[src/hw/lca_pkg.sv]
`default_nettype none
package lca_pkg;

    // ==========================================================
    // cluster geometry, cells indexed from the top
    localparam int NUM_CELLS        = 10;
    localparam int HALF_CELLS       = 5;
    localparam int CELL_BITS        = 2;
    localparam int NUM_CLEARS       = 2;
    localparam int LUT_MASK_W       = 16;

    // ==========================================================
    // chain origins and half boundaries
    localparam int CARRY_ORIGIN_A   = 0;
    localparam int CARRY_ORIGIN_B   = 4;
    localparam int SHARED_ORIGIN_A  = 0;
    localparam int SHARED_ORIGIN_B  = 5;
    localparam int UPPER_LAST       = HALF_CELLS - 1;
    localparam int LOWER_FIRST      = HALF_CELLS;
    localparam int LAST_CELL        = NUM_CELLS - 1;

    // ==========================================================
    // reset values and column type
    localparam logic       BYPASS_TOP_DEFAULT = 1'b1;
    localparam logic [9:0] CELL_RESET         = 10'h000;

    // ==========================================================
    // cell configurations
    typedef enum logic [1:0] {
        LCA_MODE_OFF,
        LCA_MODE_ARITH,
        LCA_MODE_SHARED,
        LCA_MODE_NORMAL
    } lca_mode_t;

    // three operand bits per adder position
    typedef struct packed {
        logic [CELL_BITS-1:0] x;
        logic [CELL_BITS-1:0] y;
        logic [CELL_BITS-1:0] z;
    } lca_ops_t;

    // cluster wide chain configuration
    typedef struct packed {
        logic carry_split;
        logic carry_start_first;
        logic carry_start_fifth;
        logic carry_bypass;
        logic shared_split;
        logic shared_start_first;
        logic shared_start_sixth;
        logic shared_bypass;
        logic reg_chain_en;
        logic lut_reg_en;
    } lca_cfg_t;

    // whole state of the cluster
    typedef struct packed {
        logic [NUM_CELLS-1:0] upper_q;
        logic [NUM_CELLS-1:0] lower_q;
        logic [NUM_CELLS-1:0] lut_master;
        logic [NUM_CELLS-1:0] lut_slave;
        logic [NUM_CELLS-1:0] comb_q;
        logic                 carry_up;
        logic                 carry_lo;
        logic                 shared_up;
        logic                 shared_lo;
        logic                 final_carry;
    } lca_state_t;

endpackage : lca_pkg
`default_nettype wire

[src/hw/lca_cluster.sv]
// Overview of operation
// - carry chain starts at first or fifth cell
// - long carry chains continue into next cluster
// - half chains feed same half next cluster
// - column type selects upper or lower bypass
// - final carry-out returned as ordinary output
// - shared mode uses four three-operand tables
// - shared carry goes to next adder
// - shared chain starts at first or sixth
// - long shared chains continue down the column
// - shared chains bypass half per column type
// - tables form master and slave latch
// - table register shares upper register controls
// - register cascade links cells directly
// - tables stay free during register cascade
// - at most two clear signals per cluster
// - global clear resets all, highest priority
// - preset only by inverting around clear
// - unused adders have inputs held low
// - each cluster clock paired with its enable
// - shared gated clock instead per-register enable
// - two-bit carry select inside each cell
// - carry in, first adder, second adder, next
`timescale 1ns/1ns
`default_nettype none
module lca_cluster #(
    parameter logic BYPASS_TOP = lca_pkg::BYPASS_TOP_DEFAULT
) (
    input  wire logic        i_clock,                   // 10 MHz clock
    input  wire logic        i_rst_b,                   // async reset
    input  wire logic        i_global_clear_n,          // device clear
    input  wire logic        i_global_clear_en,         // clear option
    input  wire logic [1:0]  i_clear_n,                 // cluster clears
    input  wire logic        i_cluster_clock_one,       // clock one tick
    input  wire logic        i_cluster_clock_enable_one, // enable one
    input  wire logic        i_cluster_clock_two,       // clock two tick
    input  wire logic        i_cluster_clock_enable_two, // enable two
    input  wire lca_pkg::lca_cfg_t i_cfg,               // chain setup
    input  wire lca_pkg::lca_mode_t [9:0] i_mode,       // cell modes
    input  wire lca_pkg::lca_ops_t  [9:0] i_ops,        // cell operands
    input  wire logic [15:0] i_lut_mask,                // comb table
    input  wire logic [9:0]  i_preset,                  // preset per cell
    input  wire logic [9:0]  i_clear_sel,               // clear choice
    input  wire logic        i_carry_in_upper,          // carry in top
    input  wire logic        i_carry_in_lower,          // carry in lower
    input  wire logic        i_shared_in_upper,         // shared in top
    input  wire logic        i_shared_in_lower,         // shared in lower
    input  wire logic        i_reg_chain_in,            // cascade in
    output logic             o_carry_out_upper,         // carry out top
    output logic             o_carry_out_lower,         // carry out lower
    output logic             o_shared_out_upper,        // shared out top
    output logic             o_shared_out_lower,        // shared out low
    output logic             o_final_carry,             // chain end carry
    output logic             o_reg_chain_out,           // cascade out
    output logic [9:0]       o_upper_q,                 // upper registers
    output logic [9:0]       o_lower_q,                 // lower registers
    output logic [9:0]       o_comb,                    // comb outputs
    output logic [9:0]       o_lut_reg_q                // table registers
);

    localparam int NC = lca_pkg::NUM_CELLS;
    localparam int UL = lca_pkg::UPPER_LAST;
    localparam int LF = lca_pkg::LOWER_FIRST;
    localparam int LC = lca_pkg::LAST_CELL;

    lca_pkg::lca_state_t state_reg;
    lca_pkg::lca_state_t state_next;

    logic [NC-1:0] cin;
    logic [NC-1:0] cout;
    logic [NC-1:0] sin;
    logic [NC-1:0] sout;
    logic [NC-1:0] cell_comb;
    logic [NC-1:0] clr;
    logic [1:0]    sum [NC];
    logic          tick_one;
    logic          tick_two;
    logic          global_clr;
    logic          byp_up_c;
    logic          byp_lo_c;
    logic          byp_up_s;
    logic          byp_lo_s;

    // ==========================================================
    // cluster controls
    // one gated tick per clock, shared by every register on it
    assign tick_one   = i_cluster_clock_one &
                        i_cluster_clock_enable_one;
    assign tick_two   = i_cluster_clock_two &
                        i_cluster_clock_enable_two;
    assign global_clr = i_global_clear_en & ~i_global_clear_n;
    assign byp_up_c = i_cfg.carry_split & i_cfg.carry_bypass &
                      BYPASS_TOP;
    assign byp_lo_c = i_cfg.carry_split & i_cfg.carry_bypass &
                      ~BYPASS_TOP;
    assign byp_up_s = i_cfg.shared_split & i_cfg.shared_bypass &
                      BYPASS_TOP;
    assign byp_lo_s = i_cfg.shared_split & i_cfg.shared_bypass &
                      ~BYPASS_TOP;

    // ==========================================================
    // cells and chain wiring, index 0 is the top cell
    for (genvar i = 0; i < NC; i++) begin : g_cell
        // each cell picks one of the two cluster clears
        assign clr[i] = ~i_clear_n[i_clear_sel[i]];
        if (i == lca_pkg::CARRY_ORIGIN_A) begin : g_c0
            assign cin[i] = i_cfg.carry_start_first ? 1'b0 :
                            i_carry_in_upper;
        end else if (i == lca_pkg::CARRY_ORIGIN_B) begin : g_c4
            assign cin[i] = i_cfg.carry_start_fifth ? 1'b0 :
                            cout[i-1];
        end else if (i == LF) begin : g_c5
            assign cin[i] = i_cfg.carry_split ? i_carry_in_lower :
                            cout[i-1];
        end else begin : g_cn
            assign cin[i] = cout[i-1];
        end
        if (i == lca_pkg::SHARED_ORIGIN_A) begin : g_s0
            assign sin[i] = i_cfg.shared_start_first ? 1'b0 :
                            i_shared_in_upper;
        end else if (i == lca_pkg::SHARED_ORIGIN_B) begin : g_s5
            assign sin[i] = i_cfg.shared_start_sixth ? 1'b0 :
                            i_cfg.shared_split ? i_shared_in_lower :
                            sout[i-1];
        end else begin : g_sn
            assign sin[i] = sout[i-1];
        end
        lca_cell u_cell (
            .i_mode       (i_mode[i]),
            .i_ops        (i_ops[i]),
            .i_lut_mask   (i_lut_mask),
            .i_carry_in   (cin[i]),
            .i_shared_in  (sin[i]),
            .o_sum        (sum[i]),
            .o_carry_out  (cout[i]),
            .o_shared_out (sout[i]),
            .o_comb       (cell_comb[i])
        );
    end

    // ==========================================================
    // next state
    always_comb begin
        state_next = state_reg;
        for (int i = 0; i < NC; i++) begin
            // comb path runs regardless of the cascade
            state_next.comb_q[i] = cell_comb[i];
            if (clr[i]) begin
                // clear shows the preset polarity
                state_next.upper_q[i]    = i_preset[i];
                state_next.lower_q[i]    = i_preset[i];
                state_next.lut_master[i] = 1'b0;
                state_next.lut_slave[i]  = 1'b0;
            end else begin
                if (tick_one) begin
                    if (i_cfg.reg_chain_en) begin
                        state_next.upper_q[i] = (i == 0) ?
                            i_reg_chain_in :
                            state_reg.upper_q[(i+NC-1)%NC];
                    end else begin
                        state_next.upper_q[i] = sum[i][0];
                    end
                    if (i_cfg.lut_reg_en) begin
                        // first table captures, second table takes the same new value in the same tick
                        state_next.lut_master[i] = cell_comb[i];
                        state_next.lut_slave[i]  =
                            state_next.lut_master[i];
                    end
                end
                if (tick_two) begin
                    state_next.lower_q[i] = sum[i][1];
                end
            end
        end
        if (tick_one) begin
            // unsplit chain leaves from last cell to next cluster top
            state_next.carry_up = !i_cfg.carry_split ? cout[LC] :
                byp_up_c ? i_carry_in_upper : cout[UL];
            state_next.carry_lo = !i_cfg.carry_split ? 1'b0 :
                byp_lo_c ? i_carry_in_lower : cout[LC];
            state_next.shared_up = !i_cfg.shared_split ? sout[LC] :
                byp_up_s ? i_shared_in_upper : sout[UL];
            state_next.shared_lo = !i_cfg.shared_split ? 1'b0 :
                byp_lo_s ? i_shared_in_lower : sout[LC];
            state_next.final_carry = (i_cfg.carry_split && byp_lo_c) ?
                cout[UL] : cout[LC];
        end
        if (global_clr) begin
            // overrides every clear, enable and data input
            state_next = '0;
            state_next.upper_q = i_preset;
            state_next.lower_q = i_preset;
        end
    end

    always_ff @(posedge i_clock or negedge i_rst_b) begin
        if (!i_rst_b) begin
            state_reg <= '0;
        end else begin
            state_reg <= state_next;
        end
    end

    // ==========================================================
    // outputs
    assign o_carry_out_upper  = state_reg.carry_up;
    assign o_carry_out_lower  = state_reg.carry_lo;
    assign o_shared_out_upper = state_reg.shared_up;
    assign o_shared_out_lower = state_reg.shared_lo;
    assign o_final_carry      = state_reg.final_carry;
    assign o_reg_chain_out    = state_reg.upper_q[LC];
    assign o_upper_q          = state_reg.upper_q;
    assign o_lower_q          = state_reg.lower_q;
    assign o_comb             = state_reg.comb_q;
    assign o_lut_reg_q        = state_reg.lut_slave;

    // ==========================================================
    // checks
    property p_carry_origin;
        @(posedge i_clock) disable iff (!i_rst_b)
        (cin[1] == cout[0]) && (cin[2] == cout[1]) &&
        (cin[4] == (i_cfg.carry_start_fifth ? 1'b0 : cout[3]));
    endproperty
    a_carry_origin: assert property (p_carry_origin)
        else $error("carry chain origin at an illegal cell");

    property p_shared_origin;
        @(posedge i_clock) disable iff (!i_rst_b)
        i_cfg.shared_start_sixth |-> (sin[5] == 1'b0) &&
        (sin[6] == sout[5]);
    endproperty
    a_shared_origin: assert property (p_shared_origin)
        else $error("shared chain origin at an illegal cell");

    property p_half_link;
        @(posedge i_clock) disable iff (!i_rst_b)
        (tick_one && !global_clr && i_cfg.carry_split && !byp_lo_c)
        |=> (o_carry_out_lower == $past(cout[9]));
    endproperty
    a_half_link: assert property (p_half_link)
        else $error("lower half carry not passed to next cluster");

    property p_bypass;
        @(posedge i_clock) disable iff (!i_rst_b)
        (tick_one && !global_clr && byp_up_c)
        |=> (o_carry_out_upper == $past(i_carry_in_upper)) &&
            (BYPASS_TOP == 1'b1);
    endproperty
    a_bypass: assert property (p_bypass)
        else $error("upper half bypass wrong or in wrong column");

    property p_global_clear;
        @(posedge i_clock) disable iff (!i_rst_b)
        global_clr |=> (o_upper_q == $past(i_preset)) &&
            (o_lut_reg_q == 10'h000) && (o_final_carry == 1'b0);
    endproperty
    a_global_clear: assert property (p_global_clear)
        else $error("global clear did not reset the registers");

    property p_cascade;
        @(posedge i_clock) disable iff (!i_rst_b)
        (tick_one && i_cfg.reg_chain_en && !global_clr && (clr == 10'h000))
        |=> (o_upper_q == {$past(o_upper_q[8:0]), $past(i_reg_chain_in)});
    endproperty
    a_cascade: assert property (p_cascade)
        else $error("register cascade did not shift");

    property p_gated_hold;
        @(posedge i_clock) disable iff (!i_rst_b)
        (!tick_one && !global_clr && (clr == 10'h000))
        |=> $stable(o_upper_q) && $stable(o_lut_reg_q);
    endproperty
    a_gated_hold: assert property (p_gated_hold)
        else $error("register changed without its gated clock");

    property p_lut_reg;
        @(posedge i_clock) disable iff (!i_rst_b)
        (tick_one && i_cfg.lut_reg_en && !global_clr && (clr == 10'h000))
        |=> (o_lut_reg_q == $past(cell_comb));
    endproperty
    a_lut_reg: assert property (p_lut_reg)
        else $error("table register missed the upper clock");

    property p_unused_adder;
        @(posedge i_clock) disable iff (!i_rst_b)
        (i_mode[2] == lca_pkg::LCA_MODE_OFF) |->
            (sum[2] == 2'h0) && (cout[2] == 1'b0) && (sout[2] == 1'b0);
    endproperty
    a_unused_adder: assert property (p_unused_adder)
        else $error("unused adder is toggling");

    property p_preset_clear;
        @(posedge i_clock) disable iff (!i_rst_b)
        (clr[3] && !global_clr) |=>
            (o_upper_q[3] == $past(i_preset[3])) &&
            (o_lower_q[3] == $past(i_preset[3]));
    endproperty
    a_preset_clear: assert property (p_preset_clear)
        else $error("clear did not show preset polarity");

endmodule : lca_cluster
`default_nettype wire

[src/hw/lca_cell.sv]
`timescale 1ns/1ns
`default_nettype none
module lca_cell (
    input  wire lca_pkg::lca_mode_t i_mode,       // cell configuration
    input  wire lca_pkg::lca_ops_t  i_ops,        // operand bits
    input  wire logic [15:0]        i_lut_mask,   // comb truth table
    input  wire logic               i_carry_in,   // carry from above
    input  wire logic               i_shared_in,  // shared chain in
    output logic [1:0]              o_sum,        // two adder sums
    output logic                    o_carry_out,  // carry to below
    output logic                    o_shared_out, // shared chain out
    output logic                    o_comb        // unrelated comb out
);

    logic [1:0] sum_lut;
    logic [1:0] car_lut;
    logic [1:0] add_a;
    logic [1:0] add_b;
    logic [1:0] gen;
    logic [1:0] prop;
    logic       cin;
    logic       active;
    logic       shared;
    logic       c_mid;
    logic       c_if0;
    logic       c_if1;

    // ==========================================================
    // adders and carry select
    always_comb begin
        active = (i_mode == lca_pkg::LCA_MODE_ARITH) ||
                 (i_mode == lca_pkg::LCA_MODE_SHARED);
        shared = (i_mode == lca_pkg::LCA_MODE_SHARED);
        // four tables: sum and carry of three operands per bit
        sum_lut = i_ops.x ^ i_ops.y ^ i_ops.z;
        car_lut = (i_ops.x & i_ops.y) | (i_ops.x & i_ops.z) |
                  (i_ops.y & i_ops.z);
        if (shared) begin
            add_a = sum_lut;
            // bit0 carry term goes to second adder
            add_b = {car_lut[0], i_shared_in};
        end else begin
            add_a = i_ops.x;
            add_b = i_ops.y;
        end
        cin = i_carry_in;
        if (!active) begin
            add_a = 2'h0;
            add_b = 2'h0;
            cin   = 1'b0;
        end
        gen   = add_a & add_b;
        prop  = add_a ^ add_b;
        // first adder carry feeds second adder
        c_mid = gen[0] | (prop[0] & cin);
        o_sum = {prop[1] ^ c_mid, prop[0] ^ cin};
        // both outcomes ready, one select on carry in
        c_if0 = gen[1] | (prop[1] & gen[0]);
        c_if1 = gen[1] | (prop[1] & (gen[0] | prop[0]));
        o_carry_out  = cin ? c_if1 : c_if0;
        // bit1 carry term goes to next cell
        o_shared_out = (active && shared) ? car_lut[1] : 1'b0;
        o_comb = i_lut_mask[{i_ops.x[1], i_ops.y[1],
                             i_ops.x[0], i_ops.y[0]}];
    end

endmodule : lca_cell
`default_nettype wire

[config.mk]
export PLATFORM = sky130hd
export DESIGN_NAME = lca_cluster
export DESIGN_NICKNAME = d
export VERILOG_FILES = /design/src/hw/lca_pkg.sv /design/src/hw/lca_cluster.sv /design/src/hw/lca_cell.sv
export SDC_FILE = /design/constraint.sdc
export NUM_CORES = 1
export LEC_CHECK = 0
export ABC_AREA = 1
export CAP_MARGIN = 20
export CORE_UTILIZATION = 50
export CTS_CLUSTER_SIZE = 8
export DETAILED_ROUTE_END_ITERATION = 7
export DONT_BUFFER_PORTS = 1
export SETUP_SLACK_MARGIN = 0.3
export SYNTH_ARGS = -nofsm -noshare
export SYNTH_HDL_FRONTEND = slang
export SYNTH_SLANG_ARGS = --single-unit
export TNS_END_PERCENT = 5
[constraint.sdc]
create_clock -name i_clock -period 1.4 [get_ports i_clock]
set_input_delay 0.28 -clock i_clock [delete_from_list [all_inputs] [get_ports i_clock]]
set_output_delay 0.28 -clock i_clock [all_outputs]
set_load 0.01 [all_outputs]
Word-level counts from Yosys, hierarchy flattened
Index checks and enable logic that the tools add are counted.
{ "totals": {"register_bits": 45, "inputBits": 141, "output_inout_bits": 46} }
{ "classes": {"n_lt_le_gt_ge": 20, "eq_ne": 50, "muxes": 204, "bitwise_logic": 186, "n_reduce_logical": 31} }
{ "op_table": {"columns": ["cell", "n"], "rows": [
  ["$mux 1", 152],
  ["$ne 3x3->1 const B", 30],
  ["$and 2x2->2", 40],
  ["$mux 2", 40],
  ["$xor 2x2->2", 30],
  ["$mux 55", 1],
  ["$lt 4x5->1 const B", 10],
  ["$bmux 1 s4", 10],
  ["$or 1x1->1", 40],
  ["$or 2x2->2", 20],
  ["$and 1x1->1", 35],
  ["$eq 2x1->1 const B", 10],
  ["$eq 2x2->1 const B", 10],
  ["$lt 1x2->1 const B", 10],
  ["$reduce_and 2->1", 10],
  ["$xor 1x1->1", 20],
  ["$logic_and 1x1->1", 10],
  ["$logic_or 1x1->1", 10],
  ["$mux 5", 1],
  ["$reduce_bool 2->1", 1],
  ["$not 1->1", 1]
]} }

Depth between registers and ports, before layout
Gate-level depths: netlist of run 1.
{ "depth": {"word_depth": 35, "mapped_depth": 49, "ltp_nobuf": 49} }

Hierarchy
A second synthesis of run 1 with hierarchy kept.
{ "unflattened": {"cells_unflattened": 1199, "hier_area_um2": 7229.4} }
{ "modules_own_cells": {"columns": ["module", "n_inst", "cells_each", "area_each_um2", "seq_area_each_um2"], "rows": [
  ["lca_cell (g_cell[0].u_cell ...)", 8, 83, 473.0, 0.0],
  ["lca_cluster", 1, 369, 2509.9, 1126.1],
  ["lca_cell (g_cell[3].u_cell)", 1, 83, 470.5, 0.0],
  ["lca_cell (g_cell[1].u_cell)", 1, 83, 465.4, 0.0]
]} }

Worst setup path before layout of run 1
OpenSTA, ideal clock, no wires.
{ "synth_timing": {"path_type": "input to register", "start": "input port i_ops[0] in the netlist's numbering", "end": "register state_reg, in the netlist o_upper_q[9]", "t_arrival_ns": 4.508, "required_time_ns": 1.278, "setup_slack_ns": -3.230, "stages": 46, "path_buffers": 0, "cell_sequence": "fa_1 > nor2_1 > nor3_1 > inv_1 > ha_1 > nand3_1 > nand3_2 > nand2_2 > nand2_2 > nand2_2 > nand3_2 > nand2_2 > nand2_2 > nand2_2 > nand3_2 > nand2_2 > nand2_2 > nand2_2 > [10 not listed] > nand2_2 > nand2_2 > nand3_2 > nand2_2 > nand2_2 > nand2_2 > nand3_2 > nand2_2 > nand2_2 > nand2_2 > nand3_2 > nand2_2 > nand2_2 > fa_1 > nor2_1 > a21oi_1 > o21ai_0 > a32o_1"} }
{ "synth_between": {"elab_chain_cells": 33, "elab_cells_between_ends": 41} }
{ "synth_lines": {"columns": ["element", "line_no", "source"], "rows": [
  ["start: declaration", "lca_cluster.sv:40", "input wire lca_pkg::lca_ops_t [9:0] i_ops,"],
  ["$and 2x2->2", "lca_cell.sv:36", "car_lut = (i_ops.x & i_ops.y) | (i_ops.x & i_ops.z) |"],
  ["$or 2x2->2 (2 in a row)", "lca_cell.sv:36", null],
  ["$mux 2", "lca_cell.sv:38", "if (shared) begin"],
  ["$mux 2", "lca_cell.sv:47", "if (!active) begin"],
  ["$xor 2x2->2", "lca_cell.sv:53", "prop = add_a ^ add_b;"],
  ["$and 1x1->1 (on tied branches)", "lca_cell.sv:58, lca_cell.sv:59", null],
  ["$or 1x1->1 (on tied branches)", "lca_cell.sv:58, lca_cell.sv:59", null],
  ["$mux 1 *", "lca_cell.sv:60", "o_carry_out = cin ? c_if1 : c_if0;"],
  ["[16 not listed]", null, null],
  ["$mux 1 *", "lca_cell.sv:47", null],
  ["$mux 1 *", "lca_cell.sv:60", null],
  ["$mux 1 *", "lca_cell.sv:47", null],
  ["$xor 1x1->1 *", "lca_cell.sv:56", "o_sum = {prop[1] ^ c_mid, prop[0] ^ cin};"],
  ["$mux 1 *", "lca_cluster.sv:156", "if (i_cfg.reg_chain_en) begin"],
  ["$mux 1 *", "lca_cluster.sv:155", "if (tick_one) begin"],
  ["$mux 1 *", "lca_cluster.sv:148", "if (clr[i]) begin"],
  ["$mux 55 *", "lca_cluster.sv:188", "if (global_clr) begin"],
  ["end signal: assignment", "lca_cluster.sv:200", "state_reg <= state_next;"],
  ["end: declaration", "lca_cluster.sv:66", "lca_pkg::lca_state_t state_reg;"]
]} }
Mark *: on every way between the ends. The rest lies on a longest branch, timed or not. The select of a mux whose other input is x is not followed.
A chain may end at the register's enable or synchronous reset.

Worst setup path after layout of run 1
Same ends and word-level chain as after synthesis.

==> impl_metrics.ini, run 1 <==
[route]
num_vias = 6484
vias_per_cell = 5.810
wl_met3_um = 1585
ant_nets = 0
drc = 0
wl_met2_um = 9884
wl_met1_um = 7701
drt-wirelength-per-cell_um = 17.92
first_pass_iters = 5
maxUsedRoutingLayer = met4
drtIter0Drc = 371
postRouteWirelength_um = 20000

[grt]
grt_start_max_net_pins = 46
antenna_found_initial = 0
grt_pass1_wl_um = 29930
first_global_vias = 6345
grt_usage_pct = 32.69
grt.overflow.total = 0

[worst_setup_path]
r2r_slack_ns = 0.36
r2r-start = o_upper_q[8]$_DFFE_PN0P_
arrival_ns = 4.58
crit_path_frequent_cell = nand2_2
r2r.worst_path.cells = 3
cp-start-kind = input port
required_ns = 1.57
cpPeakStageDelay_ns = 0.55
critPathSlowestCell = fa_2
r2r_end = o_upper_q[9]$_DFFE_PN0P_
path_max_fanout = 3
cp-end-kind = flip-flop
critPathKind = in -> reg

[timing]
slew_violations = 0
hold_viol = 45
finalSetupTns_ns = -42.15
final.min_clock_period_ns = 4.401
period_share_pct = 314.4
setup_ws_ns = -3.001
grt_setup_unrepaired = yes
setup_viol = 23
finClkSkew_ns = 0.003305
max_slew_margin_pct = 59.48
fmax_mhz = 227.2
hold-worst-slack_ns = -0.3144
worst_pin_slew_ns = 0.6056

[die]
die_w_um = 110.0
dieHeight_um = 110.0
io-pin-count = 187
dieArea_mm2 = 0.01209
core_area_mm2 = 0.01137
rows = 39
start_util_pct = 51.26

[logic_synthesis]
ys_seq_area_share_pct = 19.32
synth.top_cell.area_share_pct = 19.32
synth_edf_count = 0
synth_area_leaders = dfrtp_1, o21ai_0, fa_1
synthArstFlopShare_pct = 100.0
netlist_area_mm2 = 0.005828
ys_types = 32
synth_cells = 868
yosys.area.top_type = dfrtp_1
synth_nets = 1079
synth_seq_cells = 45
avgSynthCellArea_um2 = 6.714
ys_warn_count = 0
synthFlopType = dfrtp_1

[power_and_ir_drop]
p_sw_uw = 1786
p_clk_share_pct = 23.5
ir_worst_vdd_uv = 789.9
power_frac_comb_pct = 44.1
powerDensity_mw_per_mm2 = 677.6
pwr-share-seq_pct = 32.4
leakagePower_uw = 0.003439
p_int_uw = 3167
switching_share_pct = 36.06

[clock_network]
htree_num_levels = 2
cts_buffer_depth = 2
clk_pin_slew_ns = 0.06
cts_sinks = 45
cts_buffers = 5
clock-root-buffer = clkbuf_16
cts_tree = done
clk_latency_ns = 0.28

[placement]
port-buffer-count = 0
place.gp.congestion = 0.9253
place_hpwl_um = 15900

[layout]
area_delta_synth_final_pct = 25.42
layout_common_cells = buf_4, inv_1, nand2_1
layout-drive-gt1-share_pct = 26.62
antenna_cells = 0
layout_commonest_cell = buf_4
fin_nets = 1184

[outcome]
failed_checks = hold timing, setup timing
status = finished, violations left

[job]
maxCapViolCount = 0

[worst_hold_path]
hold_path_class = in -> async
## cells by family after synthesis
group                      after synthesis  share of synthesized area, %
xor gates and xnor gates                 4                        0.6012
DFF                                     45                         19.32
buffers and inverters                  172                         11.27
AOI/OAI and AO/OA                      294                         27.57
adders and majority gates               70                         18.89
and+or+nand+nor                        283                         22.35
## worst max-delay path, delay by kind of cell
| family | cells | cell delay [ns] |
|---|---|---|
| fa+ha+maj | 3 | 1.25 |
| simple gates | 39 | 2.54 |
| compound gates | 3 | 0.43 |
| buf+inv | 1 | 0.08 |
## area by class of cell
type,count,area [um2]
Tap cell,143,178.9
Clock buffer,7,142.6
Sequential cell,45,1126
Timing Repair Buffer,136,1047
Inverter,134,509.2
Multi-Input combinational cell,651,4305
Fill cell,1065,4060
## power groups by stage
stage / clock (uW) / sequential [uW] / combinational (uW)
after detailed placement: 0 / 1620 / 2010
after global routing: 1220 / 1620 / 2440
after floorplan: 0 / 1590 / 1280
after global placement: 0 / 1620 / 1970
final: 1170 / 1600 / 2180
after CTS: 1170 / 1600 / 2110
## registers in the layout, summed over array words and instances, names as in the netlist
register,flops
o_shared_out_lower,1
o_final_carry,1
o_shared_out_upper,1
o_carry_out_upper,1
o_lower_q,10
o_comb,10
o_upper_q,10
o_lut_reg_q,10
o_carry_out_lower,1
## synth_stat cells, types with 2 or more instances
master and number:
nand2_2 30, clkinv_1 7, nor3_1 10, nand3_1 51, a31oi_1 5, o211ai_1 22
nand2_1 98, o221ai_1 8, a32o_1 3, a211oi_1 5, and2_1 3, dfrtp_1 45
nor2_1 77, o21a_1 2, fa_1 30, clkbuf_1 35, xnor2_1 3, nand3_2 11
o21ai_0 131, a21oi_1 114, or2_2 2, ha_1 40, inv_1 127
## how the worst max path moves through the flow
stage                     slack, ns     start                        to
final                         -3.00  i_ops[0]  o_upper_q[9]$_DFFE_PN0P_
after global routing          -3.37  i_ops[0]  o_upper_q[9]$_DFFE_PN0P_
after CTS                     -2.95  i_ops[0]  o_upper_q[9]$_DFFE_PN0P_
after detailed placement      -3.29  i_ops[0]  o_upper_q[9]$_DFFE_PN0P_
after global placement        -3.17  i_ops[0]  o_upper_q[9]$_DFFE_PN0P_
after floorplan               -3.13  i_ops[0]  o_upper_q[9]$_DFFE_PN0P_
## timing repair
| action | 4_1_cts | 5_1_grt |
|---|---|---|
| hold endpoints to repair | 45 | 45 |
| pin swaps | 38 | 33 |
| resized for setup | 72 | 67 |
| endpoints found under the setup margin | 38 | 40 |
| buffers inserted | 0 | 3 |
## layer usage
metal | global-route usage [%] | up-vias
li1 | - | 3120
met1 | 36.85 | 3050
met2 | 58.08 | 261
met3 | 7.410 | 53
met4 | 15.24 | 0
met5 | 0 | -
## stage by stage
stage / instances / power [uW] / util (%) / worst slack (ns) / instance area, um2
6_report: 1116 / 4953 / 64.29 / -3.001 / 7310
5_1_grt: 1116 / 5277 / 64.29 / -3.371 / 7310
4_1_cts: 1113 / 4886 / 62.68 / -2.949 / 7127
3_5_place_dp: 1106 / 3634 / 60.31 / -3.288 / 6857
3_3_place_gp: 1106 / 3588 / 60.31 / -3.167 / 6857
2_1_floorplan: 868 / 2863 / - / -3.128 / 5833
Power figures use the tool's default switching activity.
==> run 2, diff against run 1 <==
--- a/config.mk
+++ b/config.mk
@@ -11,6 +11,7 @@
 export CTS_CLUSTER_SIZE = 8
 export DETAILED_ROUTE_END_ITERATION = 7
 export DONT_BUFFER_PORTS = 1
+export REMOVE_ABC_BUFFERS = 1
 export SETUP_SLACK_MARGIN = 0.3
 export SYNTH_ARGS = -nofsm -noshare
 export SYNTH_HDL_FRONTEND = slang
==> impl_metrics.ini, run 2 (synthesis gave the netlist of run 1 again) <==
[placement]
post-place-ws_ns = -3.422
place.gp.congestion = 0.9535
place_hpwl_um = 16030
port-buffer-count = 0

[timing]
finalSetupTns_ns = -42.55
grt_setup_unrepaired = yes
hold-worst-slack_ns = -0.3236
worst_pin_slew_ns = 0.5526
setup_viol = 23
max_slew_margin_pct = 63.03
hold_viol = 45
fmax_mhz = 228.9
period_share_pct = 312.0
setup_ws_ns = -2.969
finClkSkew_ns = 0.007926
final.min_clock_period_ns = 4.369
slew_violations = 0

[clock_network]
htree_num_levels = 2
clk_pin_slew_ns = 0.07
clk_latency_ns = 0.29
cts_sinks = 45
cts_tree = done
cts_buffers = 5
clock-root-buffer = clkbuf_16
cts_buffer_depth = 2
cts_setup_buffers = 0

[power_and_ir_drop]
pwr-share-seq_pct = 30.3
p_sw_uw = 1811
power_frac_comb_pct = 40.7
ir_worst_vdd_uv = 849.6
p_int_uw = 3464
switching_share_pct = 34.33
leakagePower_uw = 0.003443
p_clk_share_pct = 29.0
powerDensity_mw_per_mm2 = 724.2
total_power_uw = 5275

[die]
io-pin-count = 187
die_w_um = 110.0
rows = 39
start_util_pct = 51.26
dieHeight_um = 110.0
dieArea_mm2 = 0.01209
core_area_mm2 = 0.01137

[worst_setup_path]
crit_path_frequent_cell = nand2_2
arrival_ns = 4.55
cp-startpoint = i_ops[0]
critPathSlowestCell = fa_1
cp-end-kind = flip-flop
cpPeakStageDelay_ns = 0.53
path_max_fanout = 3
critPathKind = in -> reg
r2r.worst_path.cells = 3
r2r-start = o_upper_q[6]$_DFFE_PN0P_
r2r_slack_ns = 0.37
cp-start-kind = input port
r2r_end = o_upper_q[7]$_DFFE_PN0P_
required_ns = 1.58

[grt]
grt_start_max_net_pins = 46
grt_pass1_wl_um = 30670
first_global_vias = 6331
grt.overflow.total = 0
grt_usage_pct = 33.60
antenna_found_initial = 0

[layout]
layout_common_cells = inv_1, buf_4, nand2_1
fin_util_pct = 64.06
area_delta_synth_final_pct = 24.97
fin_nets = 1180
layout-drive-gt1-share_pct = 24.43
antenna_cells = 0

[route]
wl_met1_um = 7863
drc = 0
wl_met2_um = 9855
ant_nets = 0
vias_per_cell = 5.822
num_vias = 6480
drt-wirelength-per-cell_um = 18.16
first_pass_iters = 5
maxUsedRoutingLayer = met4
postRouteWirelength_um = 20220
wl_met3_um = 1721
drtIter0Drc = 517

[outcome]
failed_checks = hold timing, setup timing
status = finished, violations left

[worst_hold_path]
hold_path_class = in -> async

[job]
maxCapViolCount = 0
## run 2: cell types whose count changed in the layout (fill, tap and decap cells not counted), sizes merged
| cell | delta |
|---|---|
| buf | -4 |
| bufinv | +2 |
| clkbuf | -2 |
| clkinv | -1 |
| clkinvlp | +3 |
| inv | -1 |
## run 2: worst max-delay path by stage
stage,to,depth (start not counted),slack [ns]
after detailed placement,o_upper_q[9]$_DFFE_PN0P_,46,-3.42
after floorplan,o_upper_q[9]$_DFFE_PN0P_,46,-3.23
final,o_upper_q[9]$_DFFE_PN0P_,46,-2.97
after global placement,o_upper_q[9]$_DFFE_PN0P_,46,-3.25
after global routing,o_upper_q[9]$_DFFE_PN0P_,46,-3.37
after CTS,o_upper_q[9]$_DFFE_PN0P_,46,-2.98
## run 2: per-stage QoR
step	instance area (um2)	instances	hold slack, ns
6_report	7283	1113	-0.3236
5_1_grt	7283	1113	-0.3313
4_1_cts	7163	1113	-0.3246
3_5_place_dp	6882	1105	-0.01508
3_3_place_gp	6882	1105	-0.01489
2_1_floorplan	5674	830	-0.01559
## run 2: worst max-delay path: cells and delay by family
kind	cells	cell delay [ns]
fa+ha+maj	3	1.24
compound gates	3	0.40
buf+inv	1	0.08
simple gates	39	2.57
## run 2: routing by layer
| metal | vias to the layer above | GRT usage, % |
|---|---|---|
| li1 | 3102 | - |
| met1 | 3070 | 38.83 |
| met2 | 259 | 58.30 |
| met3 | 49 | 8.832 |
| met4 | 0 | 14.19 |
| met5 | - | 0 |
## run 2: power by group through the flow
stage                     clock [uW]  combinational (uW)  sequential, uW
final                           1530                2150            1600
after floorplan                    0                1170            1590
after global placement             0                1960            1620
after CTS                       1540                2090            1600
after detailed placement           0                2020            1620
after global routing            1610                2400            1620
## run 2: cell type report
cell class                      count  area [um2]
Clock buffer                        5       125.1
Clock inverter                      3       65.06
Sequential cell                    45        1126
Multi-Input combinational cell    651        4205
Fill cell                        1040        4086
Timing Repair Buffer              132        1059
Inverter                          134       524.3
Tap cell                          143       178.9
## run 2: repair_timing
action,in CTS,in global routing
endpoints found under the hold margin,45,45
pin swaps,24,23
gates cloned,0,0
resized for setup,59,53
endpoints found under the setup margin,39,39
==> run 3, diff against run 2 <==
--- a/config.mk
+++ b/config.mk
@@ -11,6 +11,7 @@
 export CTS_CLUSTER_SIZE = 8
 export DETAILED_ROUTE_END_ITERATION = 7
 export DONT_BUFFER_PORTS = 1
+export PLACE_DENSITY = 0.77
 export REMOVE_ABC_BUFFERS = 1
 export SETUP_SLACK_MARGIN = 0.3
 export SYNTH_ARGS = -nofsm -noshare
==> impl_metrics.ini, run 3 (synthesis gave the netlist of run 1 again) <==
[placement]
place_hpwl_um = 15160
place.gp.congestion = 0.9735
post-place-ws_ns = -3.499
port-buffer-count = 0

[timing]
finalSetupTns_ns = -45.79
setup_viol = 23
finClkSkew_ns = 0.001707
period_share_pct = 316.8
slew_violations = 0
hold_viol = 45
max_slew_margin_pct = 55.61
worst_pin_slew_ns = 0.6634
setup_ws_ns = -3.036
grt_setup_unrepaired = yes
hold-worst-slack_ns = -0.3097
final.min_clock_period_ns = 4.436
fmax_mhz = 225.4

[outcome]
failed_checks = hold timing, setup timing
status = finished, violations left

[route]
drc = 0
drt-wirelength-per-cell_um = 17.45
vias_per_cell = 5.734
first_pass_iters = 5
num_vias = 6388
drtIter0Drc = 387
postRouteWirelength_um = 19440
ant_nets = 0

[clock_network]
cts_sinks = 45
clk_latency_ns = 0.28
cts_buffer_depth = 2
cts_buffers = 5
clk_pin_slew_ns = 0.06
htree_num_levels = 2
clock-root-buffer = clkbuf_16
cts_tree = done

[worst_setup_path]
arrival_ns = 4.60
path_max_fanout = 3
required_ns = 1.57
cp-start-kind = input port
crit_buf_inv = 1
cp-end-kind = flip-flop
cpPeakStageDelay_ns = 0.53
path_delay_family = simple AND/OR/NAND/NOR gates
crit_path_frequent_cell = nand2_2
critPathKind = in -> reg
critPathSlowestCell = fa_1

[grt]
first_global_vias = 6360
grt.overflow.total = 0
antenna_found_initial = 0
grt_pass1_wl_um = 29570
grt_usage_pct = 32.17
grt_start_max_net_pins = 46

[die]
io-pin-count = 187
core_area_mm2 = 0.01137
die_w_um = 110.0
start_util_pct = 51.26
dieHeight_um = 110.0
rows = 39
dieArea_mm2 = 0.01209

[layout]
area_delta_synth_final_pct = 25.08
fin_nets = 1183
antenna_cells = 0
layout_common_cells = buf_4, inv_1, nand2_1
layout-drive-gt1-share_pct = 26.26
layout_commonest_cell = buf_4

[worst_hold_path]
hold_path_class = in -> async

[power_and_ir_drop]
powerDensity_mw_per_mm2 = 670.6
ir_worst_vdd_uv = 718.3
total_power_uw = 4888
leakagePower_uw = 0.003425

[job]
maxCapViolCount = 0
==> run 3: path summary, 6_finish.rpt <==
kind                                                 from                        end  slack [ns]  cells after the start
worst max-delay path                             i_ops[0]   o_upper_q[9]$_DFFE_PN0P_       -3.04                     46
min in group i_clock                          i_preset[0]   o_lower_q[0]$_DFFE_PN0P_        0.17                      2
worst max register to register   o_upper_q[6]$_DFFE_PN0P_   o_upper_q[7]$_DFFE_PN0P_        0.39                      3
max in group asynchronous                         i_rst_b        o_comb[3]$_DFF_PN0_        1.62                      0
worst min-delay path                              i_rst_b   o_upper_q[7]$_DFFE_PN0P_       -0.31                      0
worst min register to register  o_final_carry$_DFFE_PN0P_  o_final_carry$_DFFE_PN0P_        0.55                      2
==> run 3: per-stage QoR <==
stage	cells	utilization [%]	cell area, um2
floorplan	830	-	5674
finish	1114	64.11	7289
global route	1114	64.11	7289
detailed placement	1099	59.91	6812
global placement	1099	59.91	6812
CTS	1113	62.57	7114
==> run 3: report_power, final <==
| part | switching [uW] | leakage, uW | internal [uW] |
|---|---|---|---|
| Clock | 464 | 0.0000655 | 638 |
| Combinational | 1140 | 0.00280 | 1040 |
| Sequential | 172 | 0.000558 | 1430 |
==> run 3: metal layers <==
layer / wire (um) / track usage (%) / vias up
met4: 779 / 15.05 / 0
met1: 7482 / 36.91 / 2975
met2: 9537 / 56.43 / 270
li1: - / - / 3093
met3: 1641 / 7.232 / 50
met5: 0 / 0 / -
==> run 3: cell type report <==
class / instances / area, um2
Multi-Input combinational cell: 651 / 4269
Fill cell: 1011 / 4080
Inverter: 134 / 521.8
Sequential cell: 45 / 1126
Clock buffer: 5 / 125.1
Clock inverter: 1 / 5.005
Timing Repair Buffer: 135 / 1064
Tap cell: 143 / 178.9
==> run 3: timing repair <==
action | CTS | global route
hold endpoints to repair | 45 | 45
pin swaps | 44 | 55
setup buffers | 8 | 1
endpoints found under the setup margin | 37 | 41
resized for setup | 61 | 67
cloned | 0 | 0
